`config.mk`:
```
export PLATFORM = sky130hd
export DESIGN_NAME = pmfc_cmd
export DESIGN_NICKNAME = d
export VERILOG_FILES = /design/src/core/pmfc_pkg.sv /design/src/core/pmfc_if.sv /design/src/core/pmfc_alert.sv /design/src/core/pmfc_cmd.sv
export VERILOG_INCLUDE_DIRS = /design/src /design/src/core
export SDC_FILE = /design/constraint.sdc
export NUM_CORES = 1
export LEC_CHECK = 0
export ABC_AREA = 1
export BUFFER_PORTS_ARGS = -buffer_cell sky130_fd_sc_hd__buf_2
export CAP_MARGIN = 20
export CORE_MARGIN = 3
export CORE_UTILIZATION = 54
export DETAILED_ROUTE_END_ITERATION = 16
export PLACE_DENSITY = 0.91
export SLEW_MARGIN = 5
export SYNTH_ARGS = -nofsm -noshare
export SYNTH_HDL_FRONTEND = slang
export SYNTH_SLANG_ARGS = --single-unit
```
`constraint.sdc`:
```
create_clock -name core_clk -period 1.9 [get_ports core_clk]
set_input_delay 0.095 -clock core_clk [delete_from_list [all_inputs] [get_ports core_clk]]
set_output_delay 0.095 -clock core_clk [all_outputs]
set_load 0.1 [all_outputs]
```
`src/core/pmfc_cfg.svh`:
```
// command codes, field positions, reset values and timing counts
`ifndef PMFC_CFG_SVH
`define PMFC_CFG_SVH

// ------------------------------------------------------------
// command codes
// ------------------------------------------------------------
`define PMFC_CMD_ONOFF 8'h02
`define PMFC_CMD_CLEAR 8'h03
`define PMFC_CMD_PHASE 8'h04

// ------------------------------------------------------------
// enable source configuration fields
// ------------------------------------------------------------
`define PMFC_PU_BIT 4
`define PMFC_CMD_BIT 3
`define PMFC_CP_BIT 2
`define PMFC_POL_BIT 1
`define PMFC_DLY_BIT 0
`define PMFC_CFG_RSVD 3'h0
`define PMFC_CFG_RST 5'h1c

// ------------------------------------------------------------
// phase selector and status
// ------------------------------------------------------------
`define PMFC_PHASE_LAST 8'h03
`define PMFC_PHASE_ALL 8'hff
`define PMFC_PHASE_RST 8'hff
`define PMFC_PHASE_CTRL 8'h00
`define PMFC_CML_BIT 7

// ------------------------------------------------------------
// turn-off profile timing
// ------------------------------------------------------------
`define PMFC_CLK_PERIOD_NS 25
`define PMFC_TOFF_DELAY_NS 1000
`define PMFC_TOFF_FALL_NS 1000
`define PMFC_TOFF_DELAY_CYC \
    ((`PMFC_TOFF_DELAY_NS + `PMFC_CLK_PERIOD_NS - 1) / `PMFC_CLK_PERIOD_NS)
`define PMFC_TOFF_FALL_CYC \
    ((`PMFC_TOFF_FALL_NS + `PMFC_CLK_PERIOD_NS - 1) / `PMFC_CLK_PERIOD_NS)

`endif

```
`src/core/pmfc_pkg.sv`:
```
// types shared by the command block and its alert logic
package pmfc_pkg;

    localparam int NPH = 4;
    localparam int NSTS = 8;
    localparam int NFLT = 7;

    typedef logic [7:0] pmfc_byte_t;
    typedef logic [NPH*NSTS-1:0] pmfc_sts_t;
    typedef logic [NPH*NFLT-1:0] pmfc_flt_t;

    typedef enum logic [1:0] {
        PW_OFF = 2'b00,
        PW_ON = 2'b01,
        PW_DLY = 2'b10,
        PW_FALL = 2'b11
    } pmfc_pwr_t;

    typedef struct packed {
        pmfc_pwr_t state;
        logic [4:0] cfg;
        pmfc_byte_t phase;
        pmfc_byte_t own;
        pmfc_sts_t sts;
        logic [15:0] cnt;
        logic convOn;
        logic ramp;
        logic rspValid;
        pmfc_byte_t rspData;
        logic rspErr;
    } pmfc_core_t;

    typedef struct packed {
        logic alertN;
        logic araAck;
    } pmfc_alert_t;

endpackage : pmfc_pkg

```
`src/core/pmfc_if.sv`:
```
// link between command core and alert logic
`timescale 1ns/1ps
interface pmfc_if;
    pmfc_pkg::pmfc_sts_t stsRise;
    logic clrAny;
    logic araQuery;
    logic alertN;
    logic araAck;

    modport core (output stsRise, output clrAny, output araQuery, input alertN, input araAck);
    modport alert (input stsRise, input clrAny, input araQuery, output alertN, output araAck);
endinterface : pmfc_if

```
`src/core/pmfc_alert.sv`:
```
// alert line driver with alert-response answer
`timescale 1ns/1ps
module pmfc_alert (
    input wire logic core_clk,
    input wire logic rst_n,
    pmfc_if.alert bus
);
    import pmfc_pkg::*;

    pmfc_alert_t a_ff;
    pmfc_alert_t nxt_a;

    // ------------------------------------------------------------
    // alert state
    // ------------------------------------------------------------
    // a new status bit always wins over a release in the same cycle
    always_comb begin
        nxt_a = a_ff;
        nxt_a.araAck = bus.araQuery & ~a_ff.alertN;
        if (nxt_a.araAck || bus.clrAny) begin
            nxt_a.alertN = 1'b1;
        end
        // bits already set and not being cleared give no rise, so they cannot re-trigger
        if (|bus.stsRise) begin
            nxt_a.alertN = 1'b0;
        end
    end

    always_ff @(posedge core_clk or negedge rst_n) begin
        if (!rst_n) begin
            a_ff <= '{alertN: 1'b1, araAck: 1'b0};
        end else begin
            a_ff <= nxt_a;
        end
    end

    assign bus.alertN = a_ff.alertN;
    assign bus.araAck = a_ff.araAck;
endmodule : pmfc_alert

```
`src/core/pmfc_cmd.sv`:
```
// enable source, fault clear and phase selector command handling
`timescale 1ns/1ps
`include "pmfc_cfg.svh"

// Contract
// - enable config bits 7:5 read zero
// - power-up bit clear: start on input power
// - command bit governs operation on/off bit
// - pin bit governs control pin participation
// - polarity bit: low active or high active
// - delay bit clear: regulate, then ramp down
// - delay bit set: stop at once on pin
// - control pin is enable/lockout pin
// - invalid enable config write flags status
// - fault clear is data-less write only
// - clear selected phase status, all for FFh
// - fault clear releases the alert line
// - fault clear never restarts latched unit
// - persisting fault sets bit and alerts again
// - alert response releases alert, keeps status
// - only faults after answer re-assert alert
// - phase selector steers phased commands
// - each phase keeps its own storage
// - grounded strap is phase zero, else position
// - phases 00h-03h, FFh all, rest invalid
// - operation bit 7 acts only when obeyed
module pmfc_cmd (
    input wire logic core_clk,
    input wire logic rst_n,
    input wire logic cmdValid,
    input wire logic cmdWrite,
    input wire logic cmdHasData,
    input wire pmfc_pkg::pmfc_byte_t cmdCode,
    input wire pmfc_pkg::pmfc_byte_t cmdData,
    input wire logic opOnOff,
    input wire logic inputPowerOk,
    input wire logic latchedOff,
    input wire logic enableLockoutPin,
    input wire logic followerStrapPin,
    input wire logic [1:0] positionA,
    input wire pmfc_pkg::pmfc_flt_t faultIn,
    input wire logic araQuery,
    output logic rspValid,
    output pmfc_pkg::pmfc_byte_t rspData,
    output logic rspErr,
    output logic convEnable,
    output logic rampDown,
    output pmfc_pkg::pmfc_byte_t ownPhase,
    output pmfc_pkg::pmfc_sts_t statusBits,
    output logic smbAlertN,
    output logic araAck
);
    import pmfc_pkg::*;

    pmfc_core_t s_ff;
    pmfc_core_t nxt_s;
    pmfc_if bus ();

    logic pinAct;
    logic wantOn;
    logic pinOff;
    logic clrEv;
    logic cmlEv;
    logic cfgWr;
    logic phWr;
    logic rErr;
    pmfc_byte_t rData;
    logic [NPH-1:0] selPh;
    pmfc_sts_t setV;
    pmfc_sts_t clrV;

    // ------------------------------------------------------------
    // control sources
    // ------------------------------------------------------------
    // the enable/lockout pin, corrected for its configured sense
    assign pinAct = s_ff.cfg[`PMFC_POL_BIT] ? enableLockoutPin : ~enableLockoutPin;

    // every enabled source must agree before conversion may run
    always_comb begin
        wantOn = inputPowerOk & ~latchedOff;
        pinOff = 1'b0;
        if (s_ff.cfg[`PMFC_PU_BIT]) begin
            if (s_ff.cfg[`PMFC_CMD_BIT] && !opOnOff) begin
                wantOn = 1'b0;
            end
            // pin is only the cause when nothing else forces off
            if (s_ff.cfg[`PMFC_CP_BIT] && !pinAct) begin
                pinOff = wantOn;
                wantOn = 1'b0;
            end
        end
    end

    // ------------------------------------------------------------
    // command decode
    // ------------------------------------------------------------
    // reads answer from held state; bad data only flags status
    always_comb begin
        clrEv = 1'b0;
        cmlEv = 1'b0;
        cfgWr = 1'b0;
        phWr = 1'b0;
        rErr = 1'b0;
        rData = 8'h00;
        if (cmdValid) begin
            case (cmdCode)
                `PMFC_CMD_ONOFF: begin
                    if (!cmdWrite) begin
                        rData = {`PMFC_CFG_RSVD, s_ff.cfg};
                    end else if (cmdHasData && cmdData[7:5] == `PMFC_CFG_RSVD) begin
                        cfgWr = 1'b1;
                    end else begin
                        rErr = 1'b1;
                        cmlEv = 1'b1;
                    end
                end
                `PMFC_CMD_CLEAR: begin
                    if (cmdWrite && !cmdHasData) begin
                        clrEv = 1'b1;
                    end else begin
                        rErr = 1'b1;
                        cmlEv = 1'b1;
                    end
                end
                `PMFC_CMD_PHASE: begin
                    if (!cmdWrite) begin
                        rData = s_ff.phase;
                    end else if (cmdHasData && (cmdData <= `PMFC_PHASE_LAST ||
                                                cmdData == `PMFC_PHASE_ALL)) begin
                        phWr = 1'b1;
                    end else begin
                        rErr = 1'b1;
                        cmlEv = 1'b1;
                    end
                end
                default: begin
                    rErr = 1'b1;
                end
            endcase
        end
    end

    // ------------------------------------------------------------
    // per-phase status storage
    // ------------------------------------------------------------
    // each phase has its own status byte; faults are levels, so a
    // persisting one lands again in the very cycle it is cleared
    for (genvar g = 0; g < NPH; g++) begin : g_ph
        assign selPh[g] = (s_ff.phase == `PMFC_PHASE_ALL) || (s_ff.phase == 8'(g));
        assign setV[g*NSTS +: NSTS] = {cmlEv & selPh[g], faultIn[g*NFLT +: NFLT]};
        assign clrV[g*NSTS +: NSTS] = {NSTS{clrEv & selPh[g]}};
    end

    // new bits only: a bit that survives a clear still counts as new
    assign bus.stsRise = setV & ~(s_ff.sts & ~clrV);
    assign bus.clrAny = clrEv;
    assign bus.araQuery = araQuery;

    // ------------------------------------------------------------
    // next state
    // ------------------------------------------------------------
    always_comb begin
        nxt_s = s_ff;
        nxt_s.rspValid = cmdValid;
        nxt_s.rspData = rData;
        nxt_s.rspErr = rErr;
        if (cfgWr) begin
            nxt_s.cfg = cmdData[4:0];
        end
        if (phWr) begin
            nxt_s.phase = cmdData;
        end
        // strap is sampled every cycle, so it settles after reset
        nxt_s.own = followerStrapPin ? {6'h00, positionA} : `PMFC_PHASE_CTRL;
        // set wins over clear; an answered alert leaves status alone
        nxt_s.sts = (s_ff.sts & ~clrV) | setV;
        case (s_ff.state)
            PW_OFF: begin
                // clearing faults does not touch latchedOff
                if (wantOn) begin
                    nxt_s.state = PW_ON;
                end
            end
            PW_ON: begin
                if (!wantOn) begin
                    if (pinOff && !s_ff.cfg[`PMFC_DLY_BIT]) begin
                        nxt_s.state = PW_DLY;
                        nxt_s.cnt = 16'(`PMFC_TOFF_DELAY_CYC - 1);
                    end else begin
                        nxt_s.state = PW_OFF;
                    end
                end
            end
            PW_DLY: begin
                if (!inputPowerOk || latchedOff) begin
                    nxt_s.state = PW_OFF;
                end else if (wantOn) begin
                    nxt_s.state = PW_ON;
                end else if (s_ff.cnt == 16'h0000) begin
                    nxt_s.state = PW_FALL;
                    nxt_s.cnt = 16'(`PMFC_TOFF_FALL_CYC - 1);
                end else begin
                    nxt_s.cnt = s_ff.cnt - 16'h0001;
                end
            end
            PW_FALL: begin
                // no restart during a ramp; it ends at count zero, or early on input power loss or latch-off
                if (!inputPowerOk || latchedOff || s_ff.cnt == 16'h0000) begin
                    nxt_s.state = PW_OFF;
                end else begin
                    nxt_s.cnt = s_ff.cnt - 16'h0001;
                end
            end
            default: begin
                nxt_s.state = PW_OFF;
            end
        endcase
        nxt_s.convOn = (nxt_s.state != PW_OFF);
        nxt_s.ramp = (nxt_s.state == PW_FALL);
    end

    // ------------------------------------------------------------
    // state register
    // ------------------------------------------------------------
    always_ff @(posedge core_clk or negedge rst_n) begin
        if (!rst_n) begin
            s_ff <= '{state: PW_OFF, cfg: `PMFC_CFG_RST, phase: `PMFC_PHASE_RST,
                      default: '0};
        end else begin
            s_ff <= nxt_s;
        end
    end

    // alert line lives in its own small module
    pmfc_alert u_alert (
        .core_clk(core_clk),
        .rst_n(rst_n),
        .bus(bus.alert)
    );

    // outputs, all straight from flip-flops
    assign rspValid = s_ff.rspValid;
    assign rspData = s_ff.rspData;
    assign rspErr = s_ff.rspErr;
    assign convEnable = s_ff.convOn;
    assign rampDown = s_ff.ramp;
    assign ownPhase = s_ff.own;
    assign statusBits = s_ff.sts;
    assign smbAlertN = bus.alertN;
    assign araAck = bus.araAck;
endmodule : pmfc_cmd

```
# == Yosys cells after proc, flatten, opt, wreduce, memory -nomap -nowiden ==
# Index checks and enable logic that the tools add are counted.
# Widths: inputs -> output; s select.
# op_classes
addsub,1
order_cmp,1
eq_ne,17
n_mux,48
n_bitwise,18
reduce_logical,28
# ops
op,n
$mux 16,6
$and 32x32->32,2
$not 32->32,2
$pmux 16 s3,1
$eq 8x2->1 const B,4
$or 32x32->32,1
$reduce_or 32->1,1
$mux 1,26
$eq 8x8->1 const B,2
$logic_not 16->1,1
$mux 2,8
$mux 8,2
$pmux 8 s2,1
$sub 16x1->16 const B,1
$and 1x1->1,10
$ne 2x2->1 const B,5
$eq 8x1->1 const B,1
$eq 8x3->1 const B,1
$le 8x2->1 const B,1
$logic_not 8->1,1
$logic_or 1x1->1,8
$pmux 2 s4,1
$eq 2x2->1 const B,3
$logic_and 1x1->1,6
other kinds (10),18
# word_totals
register_bits,79
inputBits,57
out_inout_bits,54
wordCells,126

# == Logic depth before layout (Yosys ltp) ==
# Gate-level depths: netlist of the first run.
# depth
word_depth,12
depth_mapped,14
ltp_nobuf,14

# == By module ==
# From an unflattened synthesis of the first run, not the netlist that was laid out.
# unflattened
cells_unflattened,652
hier_area_um2,4677.0
# by_module_without_submodules
module,n_inst,cells_per_inst,area_each_um2,seq_area_each_um2
pmfc_cmd,1,616,4490.6,1940.6
pmfc_alert,1,36,186.4,51.3

# == Worst setup path after synthesis of the first run ==
# Ideal clock, no wire load.
# synth_timing
path_kind,register to register
start,reg s_ff[12] (netlist name)
end,reg s_ff[23] (netlist name)
setup_time_ns,0.124
arrival_time_ns,1.573
required_time_ns,1.776
slack_ns,0.203
stages_incl_launch_ff,14
path_buffers,1
period_less_slack_ns,1.697
cell_sequence,dfrtp_1 > inv_1 > ha_1 > inv_1 > nor3_4 > nand3_2 > inv_2 > nand3_2 > nand4_2 > nand2_2 > buf_6 > nand2_1 > xor2_1 > nor2_1
# synth_via
elab_chain_cells,5
elab_cells_between_ends,10
cone_classes,1 x add/sub; 1 x eq/ne; 5 x mux; 3 x reduce/logical
# synth_lines
item,line,rtl
from (decl),pmfc_cmd.sv:55,pmfc_core_t s_ff;
from (signal assigned),pmfc_cmd.sv:227,"s_ff <= '{state: PW_OFF, cfg: `PMFC_CFG_RST, phase: `PMFC_PHASE_RST,"
from (signal assigned),pmfc_cmd.sv:230,s_ff <= nxt_s;
$sub 16x1->16 / $logic_not 16->1 (equally long branches),n/a,
$mux 16,pmfc_cmd.sv:199,end else if (s_ff.cnt == 16'h0000) begin
$mux 16,pmfc_cmd.sv:197,end else if (wantOn) begin
$mux 16,pmfc_cmd.sv:195,if (!inputPowerOk || latchedOff) begin
$pmux 16 s3,pmfc_cmd.sv:177,case (s_ff.state)
# Parallel ways exist; a longest one is shown, timed or not. The select of a mux whose other input is x is not followed.
# A chain may end at the register's enable or synchronous reset.

# == Worst setup path in the final report of the first run ==
# layout_timing
start,reg s_ff[12] (netlist name)
end,reg s_ff[18] (netlist name)
# The elaborated chain is that of the path after synthesis.

==> metrics.md, run 1 <==
| Metric | Value |
|---|---|
| Sink Count | `a little under 80` |
| Area delta synth->final | `25.8%` |
| Reg2Reg Setup Slack | `-0.08 ns` |
| Gr ovfl total | `0` |
| Synthesized area | `0.00443 mm^2` |
| Power Dens Cells | `between 600 and 700 mW/mm^2` |
| Crit start category | `register` |
| Setup CP Type | `register to register` |
| Hold worst-path end | `s_ff[68]$_DFFE_PN1P_` |
| CP required | `2.14 ns` |
| RSZ-0062 raised after global routing | `yes` |
| Placed cell count | `755` |
| Worst Tran Pin Value | `around 0.52 ns` |
| Sequential fraction of the synthesis area | `between 40% and 50%` |
| CP Max Fanout | `5` |
| Adder-cell share of the synthesized area | `0.282%` |
| #FFs+latches synth | `79` |
| Hold Path Depth | `3` |
| Reg-to-reg endpoint | `s_ff[18]$_DFFE_PN0P_` |
| # IOs | `about 110` |
| Synth top area share | `a little under two fifths` |
| Worst VDD drop | `0.000353 V` |
| FMAX | `~500 MHz` |
| Most used cell, CP | `inv_2` |
| Synth Area in XOR/XNOR | `about 2.2%` |
| Largest family of logic cells by synthesized area | `simple AND/OR/NAND/NOR gates` |
| Crit-path slowest cell | `dfrtp_1` |
| Overall global routing resource usage | `about a quarter` |
| CTS tree | `done` |
| Worst skew pair latency | `approximately 0.36 ns` |
| Hold WC Path Type | `primary input to register` |
| Netlist cell types | `36` |
| ANT cells | `0` |
| Post-synthesis mux area share | `0%` |
| Endpoints failing setup | `9` |
| First-pass GRT wire length | `between 15000 and 20000 um` |
| Share of cells above drive strength 1 | `between 20% and 30%` |
| Reg-to-reg startpoint | `s_ff[12]$_DFFE_PN0P_` |
| Number of I/O port buffers | `about 100` |
| Final Skew | `around 0.012 ns` |
| Hold WS | `0.0273 ns` |
| Residual DRC count | `0` |
| Post-route ant nets | `0` |
| Nature of the critical path endpoint | `register` |
| Clock period minus worst slack | `~2 ns` |
| Finished Layout Cells | `about 800` |
| CTS root buf | `clkbuf_8` |
| Power Total | `between 3 and 4 mW` |
| Nets | `between 700 and 800` |
| Worst Reg2Reg Path Length in Cells | `12` |
| H-tree level count | `3` |
| Final wirelength | `about 13000 um` |
| Synth area leaders | `dfrtp_1 (38%), nand2_1 (18%), buf_4 (8.3%), dfstp_2 (7.1%), inv_1 (6.9%)` |
| Area of the core | `just under 0.008 mm^2` |
| Starting density of the core | `between 50% and 60%` |
| Max incr delay on CP | `around 0.37 ns` |
| Initial DRC Count | `264` |
| Slew Viols, Final | `0` |
| Min-delay src | `cmdData[0]` |
| Crit-path cells | `inv_2, ha_4, inv_4, nor3_4, nand3_2, inv_2, nand3_4, nand4_4, nand2_4, nand2_2, xor2_1, nor2_1` |
| Final Hold Fails | `0` |
| Die X | `about 97 um` |
| Largest net degree at the start of global routing | `48` |
| Synth Instances | `~600` |
| Failing checks | `setup timing` |
| Vias in the first global route | `between 4000 and 5000` |
| Drt wl/cell | `about 15 um` |
| Synth Warn # | `0` |
| Number of max-cap violations | `0` |
| Status | `complete, but fails checks` |
| Most frequent cells in the layout | `nand2_1 (203), buf_2 (103), inv_1 (77)` |
| Placer congestion estimate | `approximately 0.92` |
| Pleak | `about 3 nW` |
| Dpl ws | `-0.00730 ns` |
| Vias | `~4400` |
| # rows | `32` |
| Max clock buf depth | `2` |
| Worst-path clk slew | `about 0.080 ns` |
| Crit path arrival time | `approximately 2.2 ns` |
| Vias per std cell | `between 5 and 6` |
| Most common cell after layout, fill and taps aside | `nand2_1` |
| 1st-pass router iterations | `6` |
| Core Util, Final | `71.0%` |
| DP HPWL | `a little under 8000 um` |
| Die Span Y | `between 90 and 100 um` |
| Synth Area per Inst | `between 7 and 8 um^2` |
| Slew headroom | `65.4%` |
| Cell taking the most area after synthesis | `dfrtp_1` |
| Period utilization | `104%` |
| Initial antenna violation count | `0` |
| Total CTS buffers | `9` |
| PnR worst setup slack | `-0.0813 ns` |
| Simple-gate share of the synthesized area | `roughly 30%` |
| Complex-gate fraction of the synthesized area | `between 6 and 7%` |
| Total die area | `just over 0.009 mm^2` |
## through the flow
stage,setup TNS (ns),area [um^2]
3_3_place_gp,0,4790
3_5_place_dp,-0.00730,4790
2_1_floorplan,0,4450
5_1_grt,-2.34,5570
4_1_cts,0,5400
6_report,-0.357,5570
## how the worst max path moves through the flow
| stage | startpoint | endpoint | cells past startpoint |
|---|---|---|---|
| after global placement | s_ff[12]$_DFFE_PN0P_ | s_ff[14]$_DFFE_PN0P_ | 12 |
| after CTS | s_ff[12]$_DFFE_PN0P_ | s_ff[26]$_DFFE_PN0P_ | 11 |
| after global routing | s_ff[12]$_DFFE_PN0P_ | s_ff[18]$_DFFE_PN0P_ | 12 |
| after detailed placement | s_ff[12]$_DFFE_PN0P_ | s_ff[14]$_DFFE_PN0P_ | 13 |
| final | s_ff[12]$_DFFE_PN0P_ | s_ff[18]$_DFFE_PN0P_ | 12 |
| after floorplan | s_ff[12]$_DFFE_PN0P_ | s_ff[23]$_DFFE_PN0P_ | 13 |
## Yosys cell counts (all sizes together)
master / instances
or2: 1
nor4: 2
nor2: 57
o21ai: 26
xor2: 11
dfrtp: 67
a211oi: 6
nand3: 14
a31oi: 1
nand4: 9
nor3: 8
nand2: 216
a211o: 1
a21oi: 11
dfstp: 12
nor3b: 4
buf: 51
o211ai: 1
conb: 1
ha: 1
nand3b: 2
o21bai: 1
o31ai: 1
clkbuf: 2
inv: 83
## critical path, delay by kind of cell (launching register included)
family / cells / cell delay [ns]
xor gates and xnor gates: 1 / 0.19
adders and majority gates: 1 / 0.16
buffers and inverters: 3 / 0.25
DFF: 1 / 0.37
and+or+nand+nor: 7 / 0.88
## power by group
| part | total [mW] | internal (mW) | switching, mW |
|---|---|---|---|
| clock network | 1.48 | 0.826 | 0.651 |
| logic | 0.341 | 0.121 | 0.220 |
| registers | 1.69 | 1.69 | 0.00479 |
| total | 3.51 | 2.63 | 0.876 |
## final cells by class
class / count / area [um^2]
inverters: 83 / 317
repair buffers: 156 / 1040
clock buffers: 11 / 151
fillers: 567 / 2280
clock inverters: 5 / 88.8
well taps: 102 / 128
flip-flops and latches: 79 / 1990
multi-input cells: 380 / 1860
## routing by layer
layer / vias up / wire length (um) / GRT usage (%)
met5: - / 0 / 0
met4: 0 / 761 / 12.9
met3: 81 / 917 / 5.42
met2: 264 / 6390 / 44.5
met1: 2036 / 4450 / 29.1
li1: 1996 / - / -
## sequential cells by signal, summed over array words and instances, names as in the netlist
| signal | count |
|---|---|
| s_ff | 31 |
| convEnable | 1 |
| statusBits | 32 |
| ownPhase | 2 |
| rspErr | 1 |
| u_alert.bus.alertN | 1 |
| rspValid | 1 |
| rampDown | 1 |
| rspData | 8 |
| u_alert.bus.araAck | 1 |
## cells by family after synthesis
logic type,Yosys count
simple gates,313
buf+inv,136
flops,79
compound gates,48
xor+xnor,11
fa+ha+maj,1
other cells,1
## what timing repair did
item,CTS,global route
pin swaps,0,6
endpoints found under the hold margin,65,0
endpoints found under the setup margin,3,19
hold buffers,37,0
cloned,0,1
resized for setup,1,34
buffers inserted,0,7
No activity file was read; power rests on OpenSTA's default activity.
==> inputs of run 2 (changes only) <==
--- a/config.mk
+++ b/config.mk
@@ -12,8 +12,9 @@
 export CORE_MARGIN = 3
 export CORE_UTILIZATION = 54
 export DETAILED_ROUTE_END_ITERATION = 16
-export PLACE_DENSITY = 0.91
+export PLACE_DENSITY = 0.9
 export SLEW_MARGIN = 5
 export SYNTH_ARGS = -nofsm -noshare
 export SYNTH_HDL_FRONTEND = slang
+export SYNTH_HIERARCHICAL = 1
 export SYNTH_SLANG_ARGS = --single-unit
==> metrics.md, run 2 <==
| Metric | Value |
|---|---|
| Worst-path clk slew | `0.08 ns (about the same)` |
| Area of the core | `0.00830 mm^2 (+5.8%)` |
| Switching fraction of total power | `28.5% (+3.6 points)` |
| Ys async rst share | `100% (unchanged)` |
| Power Dens Cells | `556 mW/mm^2 (-12%)` |
| Sequential fraction of the synthesis area | `42.6% (-2.4 points)` |
| Slew headroom | `64.6% (-0.78 points)` |
| Total die area | `0.00981 mm^2 (+5.2%)` |
| Fill cell count | `669 (+18%)` |
| Total CTS buffers | `9 (unchanged)` |
| Netlist cell types | `32 (-11%)` |
| Worst VDD drop | `0.000379 V (+7.3%)` |
| Pleak | `3.27 nW (+8.8%)` |
| Crit start category | `register` |
| Placer congestion estimate | `0.882 (-3.9%)` |
| Crit-path cells | `nand2_2, nor3_2, nand4_1, o21ai_1, nand2_2, buf_6, a21oi_2, nor2_1, nand2_1, nor2_2, o21ai_1, nor2_1` |
| Residual DRC count | `0 (unchanged)` |
| PnR worst setup slack | `-0.104 ns (-0.0229 ns)` |
| Max incr delay on CP | `0.57 ns (+0.20 ns)` |
| DP Area | `0.00507 mm^2 (+6.0%)` |
| Slew Viols, Final | `0 (unchanged)` |
| ANT cells | `0 (unchanged)` |
| Synthesized area | `0.00468 mm^2 (+5.6%)` |
| Synth top area share | `35.8% (-2.0 points)` |
| Switch Pwr | `917 uW (+4.7%)` |
| Final Skew | `0.00625 ns (-0.00571 ns)` |
| Most frequent cells in the layout | `nand2_1 (204), buf_2 (103), inv_1 (85)` |
| CTS tree | `done` |
| Combinational Power Share | `10.8% (+1.1 points)` |
| M2 GR Usage | `43.0% (-1.5 points)` |
| Status | `complete, but fails checks` |
| Cell family with most CP delay | `simple AND/OR/NAND/NOR gates` |
| Drt wl/cell | `13.5 um (-12%)` |
| Initial DRC Count | `229 (-13%)` |
| Overall global routing resource usage | `24.8% (-0.62 points)` |
| Setup CP Type | `register to register` |
| Share of cells above drive strength 1 | `24.6% (-1.7 points)` |
| Vias in the first global route | `4535 (+11%)` |
| Hold WC Path Type | `primary input to register` |
| Nature of the critical path endpoint | `register` |
| M1 GR Usage | `30.0% (+0.85 points)` |
| Die X | `99.1 um (+2.6%)` |
| Synth Area per Inst | `7.17 um^2 (-4.6%)` |
| Main synth FF type | `dfrtp_1` |
| Sink Count | `79 (unchanged)` |
| Synth Instances | `652 (+11%)` |
| Largest net degree at the start of global routing | `41 (-15%)` |
| Post-route ant nets | `0 (unchanged)` |
| Die Span Y | `99.1 um (+2.6%)` |
| Number of I/O port buffers | `104 (unchanged)` |
| Final wirelength | `12000 um (-4.3%)` |
| Clock period minus worst slack | `2.00 ns (+0.0229 ns)` |
| Busiest metal layer after global routing | `met2` |
| Number of max-cap violations | `0 (unchanged)` |
| Post-synth EDFFs | `0 (unchanged)` |
| Sequential fraction of design power | `52.6% (+4.4 points)` |
| Worst Path Buf+Inv | `1 (-2)` |
| Vias per std cell | `5.17 (-3.6%)` |
| Initial antenna violation count | `0 (unchanged)` |
| H-tree level count | `3 (unchanged)` |
| Internal power | `2.30 mW (-13%)` |
| Gr ovfl total | `0 (unchanged)` |
| Cell taking the most area after synthesis | `dfrtp_1` |
| Endpoints failing setup | `1 (-8)` |
| Count leader, synth | `nand2_1` |
| CP Max Fanout | `6 (+1)` |
| Seq. cell area | `0.00199 mm^2 (unchanged)` |
| Crit-path slowest cell | `dfstp_2` |
| Worst Tran Pin Value | `0.531 ns (+0.00808 ns)` |
| Met3 Use GR | `4.74% (-0.68 points)` |
| Most common cell after layout, fill and taps aside | `nand2_1` |
| Synth area leaders | `dfrtp_1 (36%), nand2_1 (17%), buf_4 (8.3%), inv_1 (6.8%), dfstp_2 (6.7%)` |
| FMAX | `499 MHz (-1.1%)` |
| 1st-pass router iterations | `4 (-2)` |
| Final Hold Fails | `0 (unchanged)` |
| Starting density of the core | `56.4% (-0.087 points)` |
| #FFs+latches synth | `79 (unchanged)` |
| RSZ-0062 raised after global routing | `yes` |
| Clock power share | `36.5% (-5.6 points)` |
| CTS root buf | `clkbuf_8` |
| Nets | `833 (+8.6%)` |
| Vias | `4574 (+4.5%)` |
| # IOs | `111 (unchanged)` |
| Synth Warn # | `6 (+6)` |
| Failing checks | `setup timing` |
| Design area | `0.00578 mm^2 (+3.8%)` |
| Post-synth top cells | `nand2_1 (213), inv_1 (85), dfrtp_1 (67)` |
| Core Util, Final | `69.7% (-1.3 points)` |
| DP HPWL | `8270 um (+5.5%)` |
| # rows | `33 (+3.1%)` |
| Period utilization | `105% (+1.2 points)` |
| Max clock buf depth | `2 (unchanged)` |
| First-pass GRT wire length | `19900 um (+9.3%)` |
| Max reg flops | `32 (unchanged)` |
| Crit path arrival time | `2.30 ns (+0.08 ns)` |
| Worst skew pair latency | `0.36 ns (about the same)` |
| Area delta synth->final | `23.6%` |
| CP required | `2.20 ns (+0.06 ns)` |
| Multi-input gate area | `0.00202 mm^2 (+8.8%)` |
==> run 2: changes by cell type in the layout (fill, tap and decap cells not counted), moves of 5 or more <==
cell and delta:
a21oi_2 +9, nand3_1 +41, inv_1 +8, a211oi_1 -5
a21oi_1 +22, xor2_1 -6, nor2_1 +11, buf_4 +5
==> run 2: metal layers <==
layer	vias to the layer above	share of wire, %
li1	2218	-
met1	2106	39
met2	217	50
met3	33	8.3
met4	0	2.7
met5	-	0
==> run 2: power groups by stage <==
| stage | Combinational (mW) | Sequential [mW] | Clock (mW) |
|---|---|---|---|
| 6_report | 0.349 | 1.69 | 1.17 |
| 5_1_grt | 0.380 | 1.69 | 1.26 |
| 4_1_cts | 0.345 | 1.69 | 1.19 |
| 3_5_place_dp | 0.284 | 1.73 | 0 |
| 3_3_place_gp | 0.279 | 1.72 | 0 |
| 2_1_floorplan | 0.141 | 1.75 | 0 |
==> run 2: kinds of logic (layout without fill, tap and decap cells) <==
kind of cell,Yosys count,after routing,synth area share [%]
simple gates,364,364,33.5
buf+inv,144,267,16.1
flops,79,79,42.6
compound gates,57,57,6.29
xor+xnor,6,6,1.12
fa+ha+maj,1,1,0.267
other cells,1,6,0.0802
==> run 2: repair_timing <==
| item | in CTS | in global routing |
|---|---|---|
| buffers inserted | 3 | 3 |
| pin swaps | 3 | 10 |
| cloned | 1 | 1 |
| endpoints found under the hold margin | 67 | 0 |
| hold buffers | 38 | 0 |
| setup endpoints to repair | 1 | 24 |
| resized for setup | 6 | 23 |
==> run 2: final cells by class <==
cell class / count / area share, %
timing repair buffer: 166 / 19.7
clock buffer: 9 / 2.14
inverter: 85 / 5.52
sequential: 79 / 34.5
clock inverter: 7 / 0.974
multi-input combinational: 434 / 34.9
tap: 105 / 2.27
==> run 2: path summary, 6_finish.rpt <==
check / slack (ns) / start / depth (start not counted) / end
max: -0.10 / s_ff[71]$_DFFE_PN1P_ / 12 / u_alert/bus.alertN$_DFFE_PN1P_
min: 0.03 / cmdData[1] / 3 / s_ff[69]$_DFFE_PN1P_
max reg2reg: -0.10 / s_ff[71]$_DFFE_PN1P_ / 12 / u_alert/bus.alertN$_DFFE_PN1P_
min reg2reg: 0.51 / statusBits[4]$_DFF_PN0_ / 2 / statusBits[4]$_DFF_PN0_
max in group asynchronous: 1.00 / rst_n / 3 / s_ff[69]$_DFFE_PN1P_
min in group asynchronous: 0.25 / rst_n / 2 / ownPhase[1]$_DFF_PN0_
==> run 2: through the flow <==
step | worst slack [ns] | TNS (ns) | hold slack, ns | instances | total power, mW
floorplan | 0.131 | 0 | -0.201 | 657 | 1.89
CTS | 0.00271 | 0 | 0.00916 | 881 | 3.23
finish | -0.104 | -0.104 | 0.0260 | 885 | 3.22
detailed placement | -0.0359 | -0.0359 | 0.101 | 823 | 2.01
global route | -0.259 | -0.899 | 0.0289 | 885 | 3.33
global placement | 0.0315 | 0 | 0.0931 | 823 | 2.00
==> run 2: worst register-to-register path: stages, from the launching register on <==
cell     delay (ns)
dfstp_2        0.57
nand2_2        0.06
nor3_2         0.19
nand4_1        0.24
o21ai_1        0.20
nand2_2        0.11
buf_6          0.17
a21oi_2        0.12
nor2_1         0.06
nand2_1        0.07
nor2_2         0.04
o21ai_1        0.06
nor2_1         0.05
